--- src/pkg/hcpfe_pkg.sv ---
// Constants and carrier types for the host command port front end.
// Assumes one 100 MHz system clock shared by every user.
package hcpfe_pkg;
  // ********************************************************************
  // Timing
  // ********************************************************************
  localparam int CLK_HZ        = 100000000;
  localparam int BAUD          = 9600;
  localparam int BIT_CYCLES    = CLK_HZ / BAUD;
  localparam int DATA_BITS     = 8;
  localparam int STOP_BITS     = 1;
  // ********************************************************************
  // Command byte layout
  // ********************************************************************
  localparam int  WHEEL_BIT    = 7;
  localparam int  SPEED_LSB    = 4;
  localparam int  SPEED_W      = 3;
  localparam int  POS_W        = 4;
  localparam logic [3:0] POS_MAX   = 4'h9;
  localparam logic [7:0] CR_BYTE   = 8'h0d;
  // Special command code that carries one trailing parameter byte
  localparam logic [7:0] PARAM_CMD = 8'hfa;
  localparam logic [1:0] PARAM_CNT = 2'h1;
  // ********************************************************************
  // Types
  // ********************************************************************
  typedef enum logic [1:0] {
    HCPFE_SRC_SERIAL = 2'b00,
    HCPFE_SRC_USB    = 2'b01,
    HCPFE_SRC_LOCAL  = 2'b10
  } hcpfe_src_e;

  typedef struct packed {
    logic                 wheel;
    logic [SPEED_W-1:0]   speed;
    logic [POS_W-1:0]     pos;
  } hcpfe_move_s;

  typedef struct packed {
    logic       from_usb;
    logic [7:0] data;
  } hcpfe_byte_s;
endpackage

--- src/hdl/hcpfe_top.sv ---
// Host command port front end: serial and USB byte inputs, source select,
// echo, parameter collection and completion byte.
// Assumes the USB side is a byte stream from a bridge on the same clock.
// Overview of operation
// - Every command is one raw eight-bit byte.
// - Parameter-bearing commands gather their trailing bytes before execution starts.
// - Each byte accepted while idle or awaiting a parameter is echoed immediately.
// - After the operation completes, a carriage return byte is sent.
// - Reset selects the serial port as command source.
// - Online key reselects the serial port.
// - A valid serial command makes serial the active source.
// - A source change refreshes the display bottom line indication.
// - Serial stays active until a valid USB command selects USB or the local key selects keypad.
// - Local key drops remote control and selects keypad control.
// - Decode, parameters, echo, completion are the same for both ports.
// - Serial link runs 9600 baud, 8 data, no parity, 1 stop.
// - Movement byte: wheel bit 7, speed bits 6:4, position low nibble up to 9.
`timescale 1ns/1ps
module hcpfe_top #(
  parameter int BIT_CYCLES = hcpfe_pkg::BIT_CYCLES
) (
  input  wire logic       i_sys_clk,
  input  wire logic       i_rst,
  input  wire logic       i_ser_rx,
  output logic            o_ser_tx,
  input  wire logic       i_usb_rx_valid,
  input  wire logic [7:0] i_usb_rx_data,
  output logic            o_usb_tx_valid,
  output logic [7:0]      o_usb_tx_data,
  input  wire logic       i_usb_tx_ready,
  input  wire logic       i_key_online,
  input  wire logic       i_key_local,
  output logic            o_cmd_valid,
  output logic [7:0]      o_cmd_code,
  output logic [7:0]      o_cmd_param,
  output logic            o_cmd_is_move,
  output logic [3:0]      o_move_pos,
  output logic [2:0]      o_move_speed,
  input  wire logic       i_op_done,
  output logic [1:0]      o_src,
  output logic            o_disp_update
);
  // ********************************************************************
  // Serial physical layer
  // ********************************************************************
  logic       ser_rx_valid;
  logic [7:0] ser_rx_data;
  logic       ser_tx_ready;
  logic       ser_tx_valid;
  logic [7:0] ser_tx_data;
  logic       next_ser_tx_valid;
  logic [7:0] next_ser_tx_data;

  hcpfe_uart_rx #(.BIT_CYCLES(BIT_CYCLES)) u_rx (
    .i_sys_clk (i_sys_clk),
    .i_rst     (i_rst),
    .i_rx      (i_ser_rx),
    .o_valid   (ser_rx_valid),
    .o_data    (ser_rx_data)
  );
  hcpfe_uart_tx #(.BIT_CYCLES(BIT_CYCLES)) u_tx (
    .i_sys_clk (i_sys_clk),
    .i_rst     (i_rst),
    .i_valid   (ser_tx_valid),
    .i_data    (ser_tx_data),
    .o_ready   (ser_tx_ready),
    .o_tx      (o_ser_tx)
  );

  // ********************************************************************
  // Key synchronisers
  // ********************************************************************
  logic key_on1;
  logic key_on2;
  logic key_lo1;
  logic key_lo2;

  // ********************************************************************
  // Response buffer: two entries, carries echo and CR bytes
  // ********************************************************************
  hcpfe_pkg::hcpfe_byte_s buf_mem [2];
  hcpfe_pkg::hcpfe_byte_s next_buf_mem [2];
  logic                   buf_rd;
  logic                   next_buf_rd;
  logic [1:0]             buf_cnt;
  logic [1:0]             next_buf_cnt;
  logic                   push;
  hcpfe_pkg::hcpfe_byte_s push_byte;
  logic                   pop;
  logic                   out_ready;
  logic                   buf_full;

  assign buf_full = (buf_cnt == 2'h2);

  // ********************************************************************
  // Command state
  // ********************************************************************
  typedef enum logic [1:0] {
    HCPFE_ST_IDLE  = 2'b00,
    HCPFE_ST_PARAM = 2'b01,
    HCPFE_ST_EXEC  = 2'b10,
    HCPFE_ST_CR    = 2'b11
  } hcpfe_st_e;

  hcpfe_st_e  st;
  hcpfe_st_e  next_st;
  logic [1:0] prm_left;
  logic [1:0] next_prm_left;
  logic       cur_usb;
  logic       next_cur_usb;
  logic [1:0] next_src;
  logic       next_disp_update;
  logic       next_cmd_valid;
  logic [7:0] next_cmd_code;
  logic [7:0] next_cmd_param;
  logic       next_cmd_is_move;
  logic [3:0] next_move_pos;
  logic [2:0] next_move_speed;

  function automatic logic is_move(input logic [7:0] b);
    hcpfe_pkg::hcpfe_move_s m;
    m = b;
    return (m.pos <= hcpfe_pkg::POS_MAX);
  endfunction

  function automatic logic needs_param(input logic [7:0] b);
    return (!is_move(b) && b == hcpfe_pkg::PARAM_CMD);
  endfunction

  // Only one byte taken per cycle; serial wins a same-cycle collision
  logic       in_valid;
  logic       in_usb;
  logic [7:0] in_byte;
  logic       remote;

  always_comb begin
    in_valid = ser_rx_valid | i_usb_rx_valid;
    in_usb   = !ser_rx_valid;
    in_byte  = ser_rx_valid ? ser_rx_data : i_usb_rx_data;
  end

  assign remote = (o_src != 2'(hcpfe_pkg::HCPFE_SRC_LOCAL));

  always_comb begin
    next_st          = st;
    next_prm_left    = prm_left;
    next_cur_usb     = cur_usb;
    next_src         = o_src;
    next_cmd_valid   = 1'b0;
    next_cmd_code    = o_cmd_code;
    next_cmd_param   = o_cmd_param;
    next_cmd_is_move = o_cmd_is_move;
    next_move_pos    = o_move_pos;
    next_move_speed  = o_move_speed;
    push             = 1'b0;
    push_byte        = '{from_usb: 1'b0, data: 8'h00};
    // Bytes during execution or with a full buffer are dropped; the host
    // must wait for CR, since the link has no flow control.
    case (st)
      HCPFE_ST_IDLE: begin
        if (in_valid && remote && !buf_full) begin
          push      = 1'b1;
          push_byte = '{from_usb: in_usb, data: in_byte};
          next_cur_usb  = in_usb;
          next_cmd_code = in_byte;
          next_cmd_is_move = is_move(in_byte);
          next_move_pos    = in_byte[hcpfe_pkg::POS_W-1:0];
          next_move_speed  = in_byte[hcpfe_pkg::SPEED_LSB +: hcpfe_pkg::SPEED_W];
          next_src = in_usb ? 2'(hcpfe_pkg::HCPFE_SRC_USB)
                            : 2'(hcpfe_pkg::HCPFE_SRC_SERIAL);
          if (needs_param(in_byte)) begin
            next_st       = HCPFE_ST_PARAM;
            next_prm_left = hcpfe_pkg::PARAM_CNT;
          end else begin
            next_st        = HCPFE_ST_EXEC;
            next_cmd_valid = 1'b1;
          end
        end
      end
      HCPFE_ST_PARAM: begin
        if (in_valid && remote && in_usb == cur_usb && !buf_full) begin
          push           = 1'b1;
          push_byte      = '{from_usb: in_usb, data: in_byte};
          next_cmd_param = in_byte;
          next_prm_left  = prm_left - 2'h1;
          if (prm_left == 2'h1) begin
            next_st        = HCPFE_ST_EXEC;
            next_cmd_valid = 1'b1;
          end
        end
      end
      HCPFE_ST_EXEC: begin
        if (i_op_done) next_st = HCPFE_ST_CR;
      end
      HCPFE_ST_CR: begin
        if (!buf_full) begin
          push      = 1'b1;
          push_byte = '{from_usb: cur_usb, data: hcpfe_pkg::CR_BYTE};
          next_st   = HCPFE_ST_IDLE;
        end
      end
      default: next_st = HCPFE_ST_IDLE;
    endcase
    // Keys override; local abandons any partial command
    if (key_on2) begin
      next_src = 2'(hcpfe_pkg::HCPFE_SRC_SERIAL);
    end else if (key_lo2) begin
      next_src = 2'(hcpfe_pkg::HCPFE_SRC_LOCAL);
      if (next_st == HCPFE_ST_PARAM) next_st = HCPFE_ST_IDLE;
    end
  end

  assign next_disp_update = (next_src != o_src);

  // ********************************************************************
  // Buffer next state and output routing
  // ********************************************************************
  hcpfe_pkg::hcpfe_byte_s head;
  assign head      = buf_mem[buf_rd];
  assign out_ready = head.from_usb ? (!o_usb_tx_valid || i_usb_tx_ready)
                                   : (ser_tx_ready && !ser_tx_valid);
  assign pop       = (buf_cnt != 2'h0) && out_ready;

  always_comb begin
    next_buf_mem = buf_mem;
    next_buf_rd  = buf_rd;
    next_buf_cnt = buf_cnt;
    if (pop) begin
      next_buf_rd  = !buf_rd;
      next_buf_cnt = next_buf_cnt - 2'h1;
    end
    if (push) begin
      next_buf_mem[buf_rd ^ buf_cnt[0]] = push_byte;
      next_buf_cnt = next_buf_cnt + 2'h1;
    end
    next_ser_tx_valid = pop && !head.from_usb;
    next_ser_tx_data  = pop && !head.from_usb ? head.data : ser_tx_data;
  end

  logic       next_usb_tx_valid;
  logic [7:0] next_usb_tx_data;
  always_comb begin
    next_usb_tx_valid = o_usb_tx_valid && !i_usb_tx_ready;
    next_usb_tx_data  = o_usb_tx_data;
    if (pop && head.from_usb) begin
      next_usb_tx_valid = 1'b1;
      next_usb_tx_data  = head.data;
    end
  end

  // ********************************************************************
  // Registers
  // ********************************************************************
  always_ff @(posedge i_sys_clk or posedge i_rst) begin
    if (i_rst) begin
      key_on1        <= 1'b0;
      key_on2        <= 1'b0;
      key_lo1        <= 1'b0;
      key_lo2        <= 1'b0;
      st             <= HCPFE_ST_IDLE;
      prm_left       <= 2'h0;
      cur_usb        <= 1'b0;
      o_src          <= 2'(hcpfe_pkg::HCPFE_SRC_SERIAL);
      o_disp_update  <= 1'b0;
      o_cmd_valid    <= 1'b0;
      o_cmd_code     <= 8'h00;
      o_cmd_param    <= 8'h00;
      o_cmd_is_move  <= 1'b0;
      o_move_pos     <= 4'h0;
      o_move_speed   <= 3'h0;
      buf_mem[0]     <= '{from_usb: 1'b0, data: 8'h00};
      buf_mem[1]     <= '{from_usb: 1'b0, data: 8'h00};
      buf_rd         <= 1'b0;
      buf_cnt        <= 2'h0;
      ser_tx_valid   <= 1'b0;
      ser_tx_data    <= 8'h00;
      o_usb_tx_valid <= 1'b0;
      o_usb_tx_data  <= 8'h00;
    end else begin
      key_on1        <= i_key_online;
      key_on2        <= key_on1;
      key_lo1        <= i_key_local;
      key_lo2        <= key_lo1;
      st             <= next_st;
      prm_left       <= next_prm_left;
      cur_usb        <= next_cur_usb;
      o_src          <= next_src;
      o_disp_update  <= next_disp_update;
      o_cmd_valid    <= next_cmd_valid;
      o_cmd_code     <= next_cmd_code;
      o_cmd_param    <= next_cmd_param;
      o_cmd_is_move  <= next_cmd_is_move;
      o_move_pos     <= next_move_pos;
      o_move_speed   <= next_move_speed;
      buf_mem        <= next_buf_mem;
      buf_rd         <= next_buf_rd;
      buf_cnt        <= next_buf_cnt;
      ser_tx_valid   <= next_ser_tx_valid;
      ser_tx_data    <= next_ser_tx_data;
      o_usb_tx_valid <= next_usb_tx_valid;
      o_usb_tx_data  <= next_usb_tx_data;
    end
  end
endmodule

--- src/hdl/hcpfe_uart_rx.sv ---
// Serial receiver, 8N1, for the command port.
// Assumes i_rx comes straight from the pin; it is synchronised here.
`timescale 1ns/1ps
module hcpfe_uart_rx #(
  parameter int BIT_CYCLES = hcpfe_pkg::BIT_CYCLES
) (
  input  wire logic       i_sys_clk,
  input  wire logic       i_rst,
  input  wire logic       i_rx,
  output logic            o_valid,
  output logic [7:0]      o_data
);
  initial begin
    if (BIT_CYCLES < 4) $error("BIT_CYCLES too small");
  end
  localparam int CW = $clog2(BIT_CYCLES + 1);
  logic          sync1;
  logic          sync2;
  logic          busy;
  logic          next_busy;
  logic [CW-1:0] cnt;
  logic [CW-1:0] next_cnt;
  logic [3:0]    bitn;
  logic [3:0]    next_bitn;
  logic [7:0]    shreg;
  logic [7:0]    next_shreg;
  logic          next_valid;
  logic [7:0]    next_data;

  always_comb begin
    next_busy  = busy;
    next_cnt   = cnt;
    next_bitn  = bitn;
    next_shreg = shreg;
    next_valid = 1'b0;
    next_data  = o_data;
    if (!busy) begin
      if (!sync2) begin
        next_busy = 1'b1;
        // Half bit first so every sample lands mid-bit
        next_cnt  = CW'(BIT_CYCLES / 2);
        next_bitn = 4'h0;
      end
    end else if (cnt == '0) begin
      next_cnt = CW'(BIT_CYCLES - 1);
      if (bitn == 4'h0) begin
        if (sync2) next_busy = 1'b0;
        next_bitn = 4'h1;
      end else if (bitn <= 4'(hcpfe_pkg::DATA_BITS)) begin
        next_shreg = {sync2, shreg[7:1]};
        next_bitn  = bitn + 4'h1;
      end else begin
        next_busy = 1'b0;
        // Framing error drops the byte silently
        if (sync2) begin
          next_valid = 1'b1;
          next_data  = shreg;
        end
      end
    end else begin
      next_cnt = cnt - CW'(1);
    end
  end

  always_ff @(posedge i_sys_clk or posedge i_rst) begin
    if (i_rst) begin
      sync1   <= 1'b1;
      sync2   <= 1'b1;
      busy    <= 1'b0;
      cnt     <= '0;
      bitn    <= 4'h0;
      shreg   <= 8'h00;
      o_valid <= 1'b0;
      o_data  <= 8'h00;
    end else begin
      sync1   <= i_rx;
      sync2   <= sync1;
      busy    <= next_busy;
      cnt     <= next_cnt;
      bitn    <= next_bitn;
      shreg   <= next_shreg;
      o_valid <= next_valid;
      o_data  <= next_data;
    end
  end
endmodule

--- src/hdl/hcpfe_uart_tx.sv ---
// Serial transmitter, 8N1, with a valid/ready byte input.
// Assumes the caller holds data steady while valid and not ready.
`timescale 1ns/1ps
module hcpfe_uart_tx #(
  parameter int BIT_CYCLES = hcpfe_pkg::BIT_CYCLES
) (
  input  wire logic       i_sys_clk,
  input  wire logic       i_rst,
  input  wire logic       i_valid,
  input  wire logic [7:0] i_data,
  output logic            o_ready,
  output logic            o_tx
);
  initial begin
    if (BIT_CYCLES < 4) $error("BIT_CYCLES too small");
  end
  localparam int CW = $clog2(BIT_CYCLES + 1);
  logic          busy;
  logic          next_busy;
  logic [CW-1:0] cnt;
  logic [CW-1:0] next_cnt;
  logic [3:0]    bitn;
  logic [3:0]    next_bitn;
  logic [9:0]    frame;
  logic [9:0]    next_frame;
  logic          next_tx;

  assign o_ready = !busy;

  always_comb begin
    next_busy  = busy;
    next_cnt   = cnt;
    next_bitn  = bitn;
    next_frame = frame;
    next_tx    = o_tx;
    if (!busy) begin
      next_tx = 1'b1;
      if (i_valid) begin
        next_busy  = 1'b1;
        next_frame = {1'b1, i_data, 1'b0};
        next_cnt   = CW'(BIT_CYCLES - 1);
        next_bitn  = 4'h0;
        next_tx    = 1'b0;
      end
    end else if (cnt == '0) begin
      next_cnt = CW'(BIT_CYCLES - 1);
      if (bitn == 4'(hcpfe_pkg::DATA_BITS + hcpfe_pkg::STOP_BITS)) begin
        next_busy = 1'b0;
        next_tx   = 1'b1;
      end else begin
        next_bitn = bitn + 4'h1;
        next_tx   = frame[bitn + 4'h1];
      end
    end else begin
      next_cnt = cnt - CW'(1);
    end
  end

  always_ff @(posedge i_sys_clk or posedge i_rst) begin
    if (i_rst) begin
      busy  <= 1'b0;
      cnt   <= '0;
      bitn  <= 4'h0;
      frame <= 10'h3ff;
      o_tx  <= 1'b1;
    end else begin
      busy  <= next_busy;
      cnt   <= next_cnt;
      bitn  <= next_bitn;
      frame <= next_frame;
      o_tx  <= next_tx;
    end
  end
endmodule

--- config.mk ---
export PLATFORM = sky130hd
export DESIGN_NAME = hcpfe_top
export DESIGN_NICKNAME = d
export VERILOG_FILES = /design/src/pkg/hcpfe_pkg.sv /design/src/hdl/hcpfe_top.sv /design/src/hdl/hcpfe_uart_rx.sv /design/src/hdl/hcpfe_uart_tx.sv
export SDC_FILE = /design/constraint.sdc
export NUM_CORES = 1
export LEC_CHECK = 0
export BUFFER_PORTS_ARGS = -buffer_cell sky130_fd_sc_hd__buf_4
export CAP_MARGIN = 20
export CORE_MARGIN = 3
export CORE_UTILIZATION = 40
export CTS_CLUSTER_DIAMETER = 50
export DETAILED_ROUTE_END_ITERATION = 16
export GPL_ROUTABILITY_DRIVEN = 0
export MAX_ROUTING_LAYER = met4
export PLACE_DENSITY_LB_ADDON = 0.2
export REMOVE_ABC_BUFFERS = 1
export SYNTH_ARGS = -nofsm -noshare
export SYNTH_HDL_FRONTEND = slang
export SYNTH_HIERARCHICAL = 1
export SYNTH_SLANG_ARGS = --single-unit
--- constraint.sdc ---
create_clock -name i_sys_clk -period 2.5 [get_ports i_sys_clk]
set_clock_uncertainty 0.2 [all_clocks]
set_input_delay 0.5 -clock i_sys_clk [delete_from_list [all_inputs] [get_ports i_sys_clk]]
set_output_delay 0.5 -clock i_sys_clk [all_outputs]
set_load 0.01 [all_outputs]
[Word level (Yosys, flattened, before mapping)]
Cells that the tools add are included.
Operators by class
  $add $sub $neg: 7
  bitwise gates (word level): 7
  multiplexer cells: 78
  equal/unequal tests: 19
  order comparisons: 6
  reductions and logical operators: 36
Operator list (count)
  $mux W14: 6
  $mux W9: 7
  $mux W2: 18
  $mux W4: 9
  $mux W1: 29
  $logic_not A14 Y1: 2
  $sub A14 B1 Y14 const B: 2
  $pmux W9 S3: 1
  $bwmux W18: 1
  $ne A2 B2 Y1 const B: 8
  $logic_and A1 B1 Y1: 11
  $demux W9 S1: 1
  $logic_not A1 Y1: 9
  $add A4 B1 Y4 const B: 2
  $eq A8 B8 Y1 const B: 1
  $le A4 B4 Y1 const B: 2
  $mux W8: 1
  $pmux W2 S4: 1
  $reduce_and A4 Y1: 2
  $eq A2 B1 Y1 const B: 3
  $eq A2 B2 Y1 const B: 3
  $reduce_and A2 Y1: 3
  $reduce_and A3 Y1: 2
  $reduce_bool A2 Y1: 3
  other kinds (21): 26
Storage, ports and cells
  bits in registers: 143
  word-level logic and storage cells: 191
  output and inout port bits: 38

[Longest topological paths before layout]
Gate-level depths: netlist of the first run.
  depth in word-level cells: 11
  depth in mapped cells: 8
  mapped depth without buffers: 8

[Modules after synthesis]
Netlist of the first run, hierarchy kept.
By module, submodules not included
  hcpfe_top: instances 1, area each 3130.5 um^2, cells an instance 287, sequential area each 1726.7 um^2
  hcpfe_uart_rx: instances 1, area each 1854.3 um^2, cells an instance 155, sequential area each 953.4 um^2
  hcpfe_uart_tx: instances 1, area each 1503.9 um^2, cells an instance 141, sequential area each 738.2 um^2

[Worst setup path before layout of the first run]
Ideal clock, no wire load.
  path kind: register -> register
  start point: reg u_tx.bitn[0]
  end point: reg u_tx.o_tx
  buffers on the path: 0
  cell stages (with the launch flop): 7
  setup slack: 0.251 ns
  arrival time: 1.955 ns
  required time: 2.206 ns
  cells stage by stage: dfrtp_1 > ha_1 > xnor2_1 > mux4_1 > mux2_2 > a21oi_1 > o31ai_1
On the way
  longest elaborated chain between the ends: 6
  elaborated cells on any way between the ends: 7
  classes of those cells: add/sub (1); eq/ne (1); mux (5)
RTL lines
  from (decl): line hcpfe_uart_tx.sv:22  | logic [3:0] bitn;
  from (signal assigned): line hcpfe_uart_tx.sv:69  | bitn <= next_bitn;
  $add A4 B1 Y4: line hcpfe_uart_tx.sv:52  | next_tx = frame[bitn + 4'h1];
  $bmux W1 S4: line hcpfe_uart_tx.sv:52
  $mux W1 (implied by the code): line hcpfe_uart_tx.sv:52
  $mux W1 *: line hcpfe_uart_tx.sv:47  | if (bitn == 4'(hcpfe_pkg::DATA_BITS + hcpfe_pkg::STOP_BITS)) begin
  $mux W1 *: line hcpfe_uart_tx.sv:45  | end else if (cnt == '0) begin
  $mux W1 *: line hcpfe_uart_tx.sv:36  | if (!busy) begin
  to (signal assigned): line hcpfe_uart_tx.sv:71  | o_tx <= next_tx;
  to (decl): line hcpfe_uart_tx.sv:12  | output logic o_tx
Every way passes the cells marked *; elsewhere a longest branch is shown, timed or not. The select of a mux whose other input is x is not followed.
A chain may end at the register's enable or synchronous reset.

[Final worst setup path of the first run]
  start point: reg u_tx.bitn[1]
  end point: reg u_tx.o_tx
Same word-level chain as after synthesis.

==> results of run 1 <==
## critical path, stage by stage (launching register included)
cell	delay (ns)
dfrtp_1	0.41
ha_1	0.23
xnor2_1	0.32
mux4_1	0.59
mux2_2	0.27
a21oi_1	0.16
o31ai_1	0.08
## cells in the mapped netlist, drive strengths merged, types with 3 or more instances
master    n
xnor2     7
nor2     38
nand4     6
xor2      7
a21o      6
nand3b    4
nor3     16
clkbuf   14
mux2i    20
ha        9
and2      4
o211ai    4
inv      22
buf      17
o21ai    39
dfrtp   124
a31oi     4
or2       4
or3       5
o41ai     3
mux2     46
or4       5
nand2b   10
nand2    59
dfstp    12
o22ai     3
o311ai    4
nand3    16
o31ai     4
a21oi    30
nor4      6
nor2b     7
## sequential cells by signal (all words and copies together), names as in the netlist, 4 cells and up
name,cells
buf_mem,18
o_cmd_code,8
o_cmd_param,8
o_usb_tx_data,8
ser_tx_data,8
u_rx/bitn,4
u_rx/cnt,14
u_rx/o_data,8
u_rx/shreg,8
u_tx/bitn,4
u_tx/cnt,14
u_tx/frame,9
## layout make-up
type | count | area [um^2] | area share, %
clock buffer | 19 | 443 | 5.70
clock inverter | 13 | 124 | 1.59
inverter | 23 | 86.3 | 1.11
multi-input combinational | 393 | 2830 | 36.4
sequential | 136 | 3420 | 44.0
tap | 211 | 264 | 3.40
timing repair buffer | 78 | 608 | 7.83
## timing repair
action                                  CTS  global route
hold endpoints to repair                  6             0
hold buffers                              4             0
endpoints found under the setup margin    0            13
resized for setup                         0             2
## per-layer routing
layer / up-vias / global-route usage [%] / wire [um]
li1: 2205 / - / -
met1: 2224 / 20.7 / 6110
met2: 59 / 26.0 / 6670
met3: 9 / 4.23 / 478
met4: 0 / 5.20 / 131
met5: - / - / 0
## how the worst max path moves through the flow
stage	start	endpoint	slack, ns	depth (start not counted)
global route	u_rx/cnt[0]$_DFFE_PP0P_	u_rx/o_data[2]$_DFFE_PP0P_	0.001	6
CTS	u_rx/cnt[4]$_DFFE_PP0P_	u_rx/shreg[1]$_DFFE_PP0P_	0.03	4
floorplan	i_rst	buf_cnt[0]$_DFF_PP0_	0.06	1
detailed placement	u_rx/cnt[6]$_DFFE_PP0P_	u_rx/shreg[5]$_DFFE_PP0P_	0.04	4
global placement	u_rx/cnt[0]$_DFFE_PP0P_	u_rx/shreg[2]$_DFFE_PP0P_	0.1	6
finish	u_tx/bitn[1]$_DFFE_PP0P_	u_tx/o_tx$_DFFE_PP1P_	0.17	6
## cell usage in the layout, fill, tap and decap left out, drive strengths merged, types with 19 or more instances in the layout
cell    count
nor2       38
nand2      59
inv        24
a21oi      30
dfrtp     124
mux2       46
buf        74
clkbuf     19
o21ai      39
mux2i      20
## through the flow
| stage | instance area [um^2] | utilization, % | hold slack (ns) | instances |
|---|---|---|---|---|
| after global routing | 7770 | 50.0 | 0.154 | 873 |
| after detailed placement | 7150 | 46.0 | 0.137 | 837 |
| after floorplan | 6320 | - | 0.131 | 552 |
| after CTS | 7760 | 49.9 | 0.150 | 873 |
| final | 7770 | 50.0 | 0.146 | 873 |
| after global placement | 7150 | 46.0 | 0.140 | 837 |
## cells by family (layout without fill, tap and decap cells)
kind of cell    after synthesis  count (layout)  synth area share (%)
simple gates                188             188                  15.9
buf+inv                      54             133                  3.91
flops                       136             136                  52.7
fa+ha+maj                    10              10                  1.89
compound gates              113             113                  11.3
xor+xnor                     14              14                  1.89
mux                          68              68                  12.4
## report_power, final
part	switching, uW	leakage, uW	internal, uW
clock	955	0.000270	1400
combinational	946	0.00155	897
sequential	294	0.00171	2630
total	2190	0.00353	4930
==> reports/qor.txt, run 1 <==
Least-Margin Pin Slew: 0.553 ns
Hold crit path type: reg -> reg
Post-synth top flop: dfrtp_1
FFs w/ async S/R, synth: 100%
Max cap viols: 0
Post-Syn Area: 0.00649 mm^2
Min-delay src: key_on1$_DFF_PP0_
1st-iter DRT viols: 240
H-tree Lvls: 4
EDFF count, synth: 0
Final Critical Period: 2.33 ns
VDD IR max: 0.000522 V
GRT Residual Overflow: 0
Total negative slack: 0 ns
CP Class: reg -> reg
RSZ-0062 raised after global routing: false
FF+latch count, synth: 136
Mapped Cells: 583
Wirelength per Cell: 15.3 um
Leakage: 0.00353 uW
Num rows: 45
Vias per cell: 5.15
Fmax: 428 MHz
Synth top area share: 47.8%
Synth unique cells: 78
PD cells: 917 mW/mm^2
DRT Wirelength: 13.4 mm
Syn Area/Cell: 11.1 um^2
Slew HR: 63.0%
Area Growth Syn to Fin: 19.7%
Vias: 4497
Sinks on Clock Net: 136
Core area: 0.0155 mm^2
Endpoint type of the worst setup path: flop
Crit share post-route: 93.4%
Worst setup margin: 0.166 ns
CP Launch Type: flop
Share of cells above drive strength 1: 28.1%
R2r setup slk: 0.17 ns
Ant. Diodes: 0
GRT Util Overall: 16.4%
Tot Pwr: 7120 uW
Post-route DRC: 0
Final #Nets: 674
HPWL after DPL: 9.46 mm
Die area: 0.0178 mm^2
Vias in the first global route: 4496
Die W: 133 um
FF-to-FF Start: u_tx/bitn[1]$_DFFE_PP0P_
Reg clk slew, reported paths: 0.06 ns
DR pass1 iterations: 5
CTS root buf: clkbuf_16
Crit path max fanout: 4
Critical R2R Capture: u_tx/o_tx$_DFFE_PP1P_
Largest net degree at the start of global routing: 70
Outcome: completed
Synth warn: 6
WHS Path Cells: 0
Final setup viols: 0
Max Root-Sink Buffers: 2
IO Port Bufs: 53
Register area share after synthesis: 52.7%
Slew Viols, Final: 0
Worst skew pair latency: 0.41 ns
Global-route wire length before repair: 22.7 mm
WP data arrival: 2.46 ns
Req. time, crit path: 2.63 ns
Hold Path Sink: key_on2$_DFF_PP0_
Num CTS Buffers: 17
Die height: 133 um
Final ANT Viol Nets: 0
Setup Slack @ Placement: 0.0435 ns
Reg2reg path depth: 6
Initial antenna violation count: 0
Post-CTS Setup Inserts: 0
Starting Density: 41.8%
I/O pin cnt: 54
Synth area leader: dfrtp_1
Fill cells: 1421
CTS tree: yes
Synth top area cells: dfrtp_1, mux2_2, dfstp_2
Final hold violations: 0
(Power assumes the default switching activity.)
==> inputs of run 2 (changes only) <==
==> constraint.sdc (replaced) <==
create_clock -name i_sys_clk -period 2.3 [get_ports i_sys_clk]
set_clock_uncertainty 0.2 [all_clocks]
set_input_delay 0.46 -clock i_sys_clk [delete_from_list [all_inputs] [get_ports i_sys_clk]]
set_output_delay 0.46 -clock i_sys_clk [all_outputs]
set_load 0.01 [all_outputs]
==> run 2 against run 1 <==
Wire length up 1.5%. Cell count up 2.6%. Hold slack better by 0.0016 ns. Critical path depth down 1. Sequential share of layout area down 1.5 points. Register-to-register slack worse by 0.08 ns. Combinational power up 10%. Clock power up 28%. Die area unchanged. Design area up 3.5%. Flip-flop and latch count unchanged. Largest cell class unchanged.
==> reports/qor.txt, run 2 (same netlist as run 1, synthesis figures left out) <==
Outcome: completed
Global-route wire length before repair: 22.8 mm
Req. time, crit path: 2.40 ns
CP Launch Type: flop
DRT met1 WL: 6.52 mm
Slew HR: 60.7%
Endpoint type of the worst setup path: flop
DR pass1 iterations: 4
Combinational power share: 24.6%
Reg with most FFs: buf_mem
Sequential Power Share: 38.7%
Most common cell after layout, fill and taps aside: dfrtp_1
Int Pwr: 5890 uW
Reg2reg path depth: 5
I/O pin cnt: 54
1st-iter DRT viols: 206
FF-to-FF Start: u_rx/cnt[5]$_DFFE_PP0P_
CP Class: reg -> reg
WHS Path Cells: 0
Clock power share: 36.6%
Sw frac: 28.5%
Fmax: 452 MHz
Slew Viols, Final: 0
H-tree Lvls: 4
Critical R2R Capture: u_rx/shreg[4]$_DFFE_PP0P_
Met3 WL: 377 um
Wirelength per Cell: 15.2 um
Die area: 0.0178 mm^2
Sinks on Clock Net: 136
R2r setup slk: 0.09 ns
PD cells: 1030 mW/mm^2
CTS root buf: clkbuf_16
Vias in the first global route: 4561
Starting Density: 41.8%
HPWL after DPL: 9.77 mm
Final Critical Period: 2.21 ns
RSZ-0062 raised after global routing: false
Commonest non-fill, non-tap cells in the layout: dfrtp_1, buf_4, nand2_1
Top layer in use: met4
Net Sw Power: 2350 uW
Final hold violations: 0
Vias: 4580
CTS tree: yes
Hold crit path type: reg -> reg
Initial antenna violation count: 0
Leakage: 0.00368 uW
GRT Util Overall: 16.5%
Worst hold slack: 0.148 ns
Hold Path Sink: key_on2$_DFF_PP0_
Vias per cell: 5.11
Crit share post-route: 96.3%
Num CTS Buffers: 17
Die W: 133 um
WP data arrival: 2.31 ns
Max Root-Sink Buffers: 2
DRT Wirelength: 13.6 mm
Worst setup margin: 0.0860 ns
Setup Slack @ Placement: 0.0258 ns
Routed met2 length: 6.51 mm
Area Growth Syn to Fin: 23.9%
Reg clk slew, reported paths: 0.06 ns
Core area: 0.0155 mm^2
Post-CTS Setup Inserts: 0
Largest registers: buf_mem (18), u_rx/cnt (14), u_tx/cnt (14)
Num rows: 45
Final #Nets: 697
Fill cells: 1388
Die height: 133 um
Least-Margin Pin Slew: 0.588 ns
Worst skew pair latency: 0.42 ns
Share of cells above drive strength 1: 31.2%
Final setup viols: 0
Post-route DRC: 0
Max cap viols: 0
Final ANT Viol Nets: 0
Ant. Diodes: 0
Min-delay src: key_on1$_DFF_PP0_
GRT Residual Overflow: 0
IO Port Bufs: 53
Max FFs per register: 18
Tot Pwr: 8240 uW
Crit path max fanout: 8
Largest net degree at the start of global routing: 70
VDD IR max: 0.000610 V
[run 2: cell count changes in the layout (fill, tap and decap cells not counted), moves of 2 or more]
cell / delta
bufinv_16: +4
clkbuf_8: +2
mux4_2: +2
mux4_1: -2
clkinv_4: -4
buf_4: +23
[run 2: routing by layer]
metal	up-vias	track usage [%]
met1	2253	21.5
li1	2255	-
met3	13	3.63
met4	0	5.89
met2	59	25.5
met5	-	-
[run 2: worst max-delay path: stages (launching register included)]
cell      delay (ns)
dfrtp_1         0.42
nor4_4          0.38
nand4b_4        0.12
or4_1           0.47
buf_4           0.20
mux2_4          0.30
[run 2: final cells by class]
cell class / count / area [um^2] / area share, %
Sequential cell: 136 / 3420 / 42.5
Multi-Input combinational cell: 393 / 2830 / 35.2
Timing Repair Buffer: 101 / 781 / 9.71
Clock buffer: 21 / 470 / 5.85
Tap cell: 211 / 264 / 3.28
Clock inverter: 11 / 193 / 2.40
Inverter: 23 / 86.3 / 1.07
[run 2: per-stage QoR]
step,cell area [um^2],setup TNS [ns],instances,util (%)
3_5_place_dp,7330,0,860,47.1
2_1_floorplan,6320,-7.19,552,-
4_1_cts,8030,0,896,51.7
6_report,8040,0,896,51.8
5_1_grt,8040,0,896,51.8
3_3_place_gp,7330,0,860,47.1
[run 2: how the worst max path moves through the flow]
stage                             start                        end  slack (ns)  depth (start not counted)
2_1_floorplan                     i_rst       buf_cnt[0]$_DFF_PP0_        -0.1                          1
3_3_place_gp   u_tx/bitn[0]$_DFFE_PP0P_      u_tx/o_tx$_DFFE_PP1P_        0.06                          6
3_5_place_dp   u_tx/bitn[0]$_DFFE_PP0P_      u_tx/o_tx$_DFFE_PP1P_        0.03                          6
4_1_cts        u_tx/bitn[0]$_DFFE_PP0P_      u_tx/o_tx$_DFFE_PP1P_        0.02                          6
5_1_grt         u_rx/cnt[5]$_DFFE_PP0P_  u_rx/shreg[6]$_DFFE_PP0P_       0.008                          5
6_report        u_rx/cnt[5]$_DFFE_PP0P_  u_rx/shreg[4]$_DFFE_PP0P_        0.09                          5
[run 2: power groups by stage]
stage | clock, uW | sequential, uW | combinational, uW
after floorplan | 0 | 3320 | 1060
after global placement | 0 | 3210 | 2010
after detailed placement | 0 | 3240 | 2040
after CTS | 3090 | 3190 | 2050
after global routing | 3190 | 3260 | 2250
final | 3020 | 3190 | 2030
[run 2: what timing repair did]
action | in CTS | in global routing
endpoints found under the hold margin | 91 | 0
hold buffers | 4 | 0
endpoints found under the setup margin | 0 | 6
gates resized for setup | 0 | 7
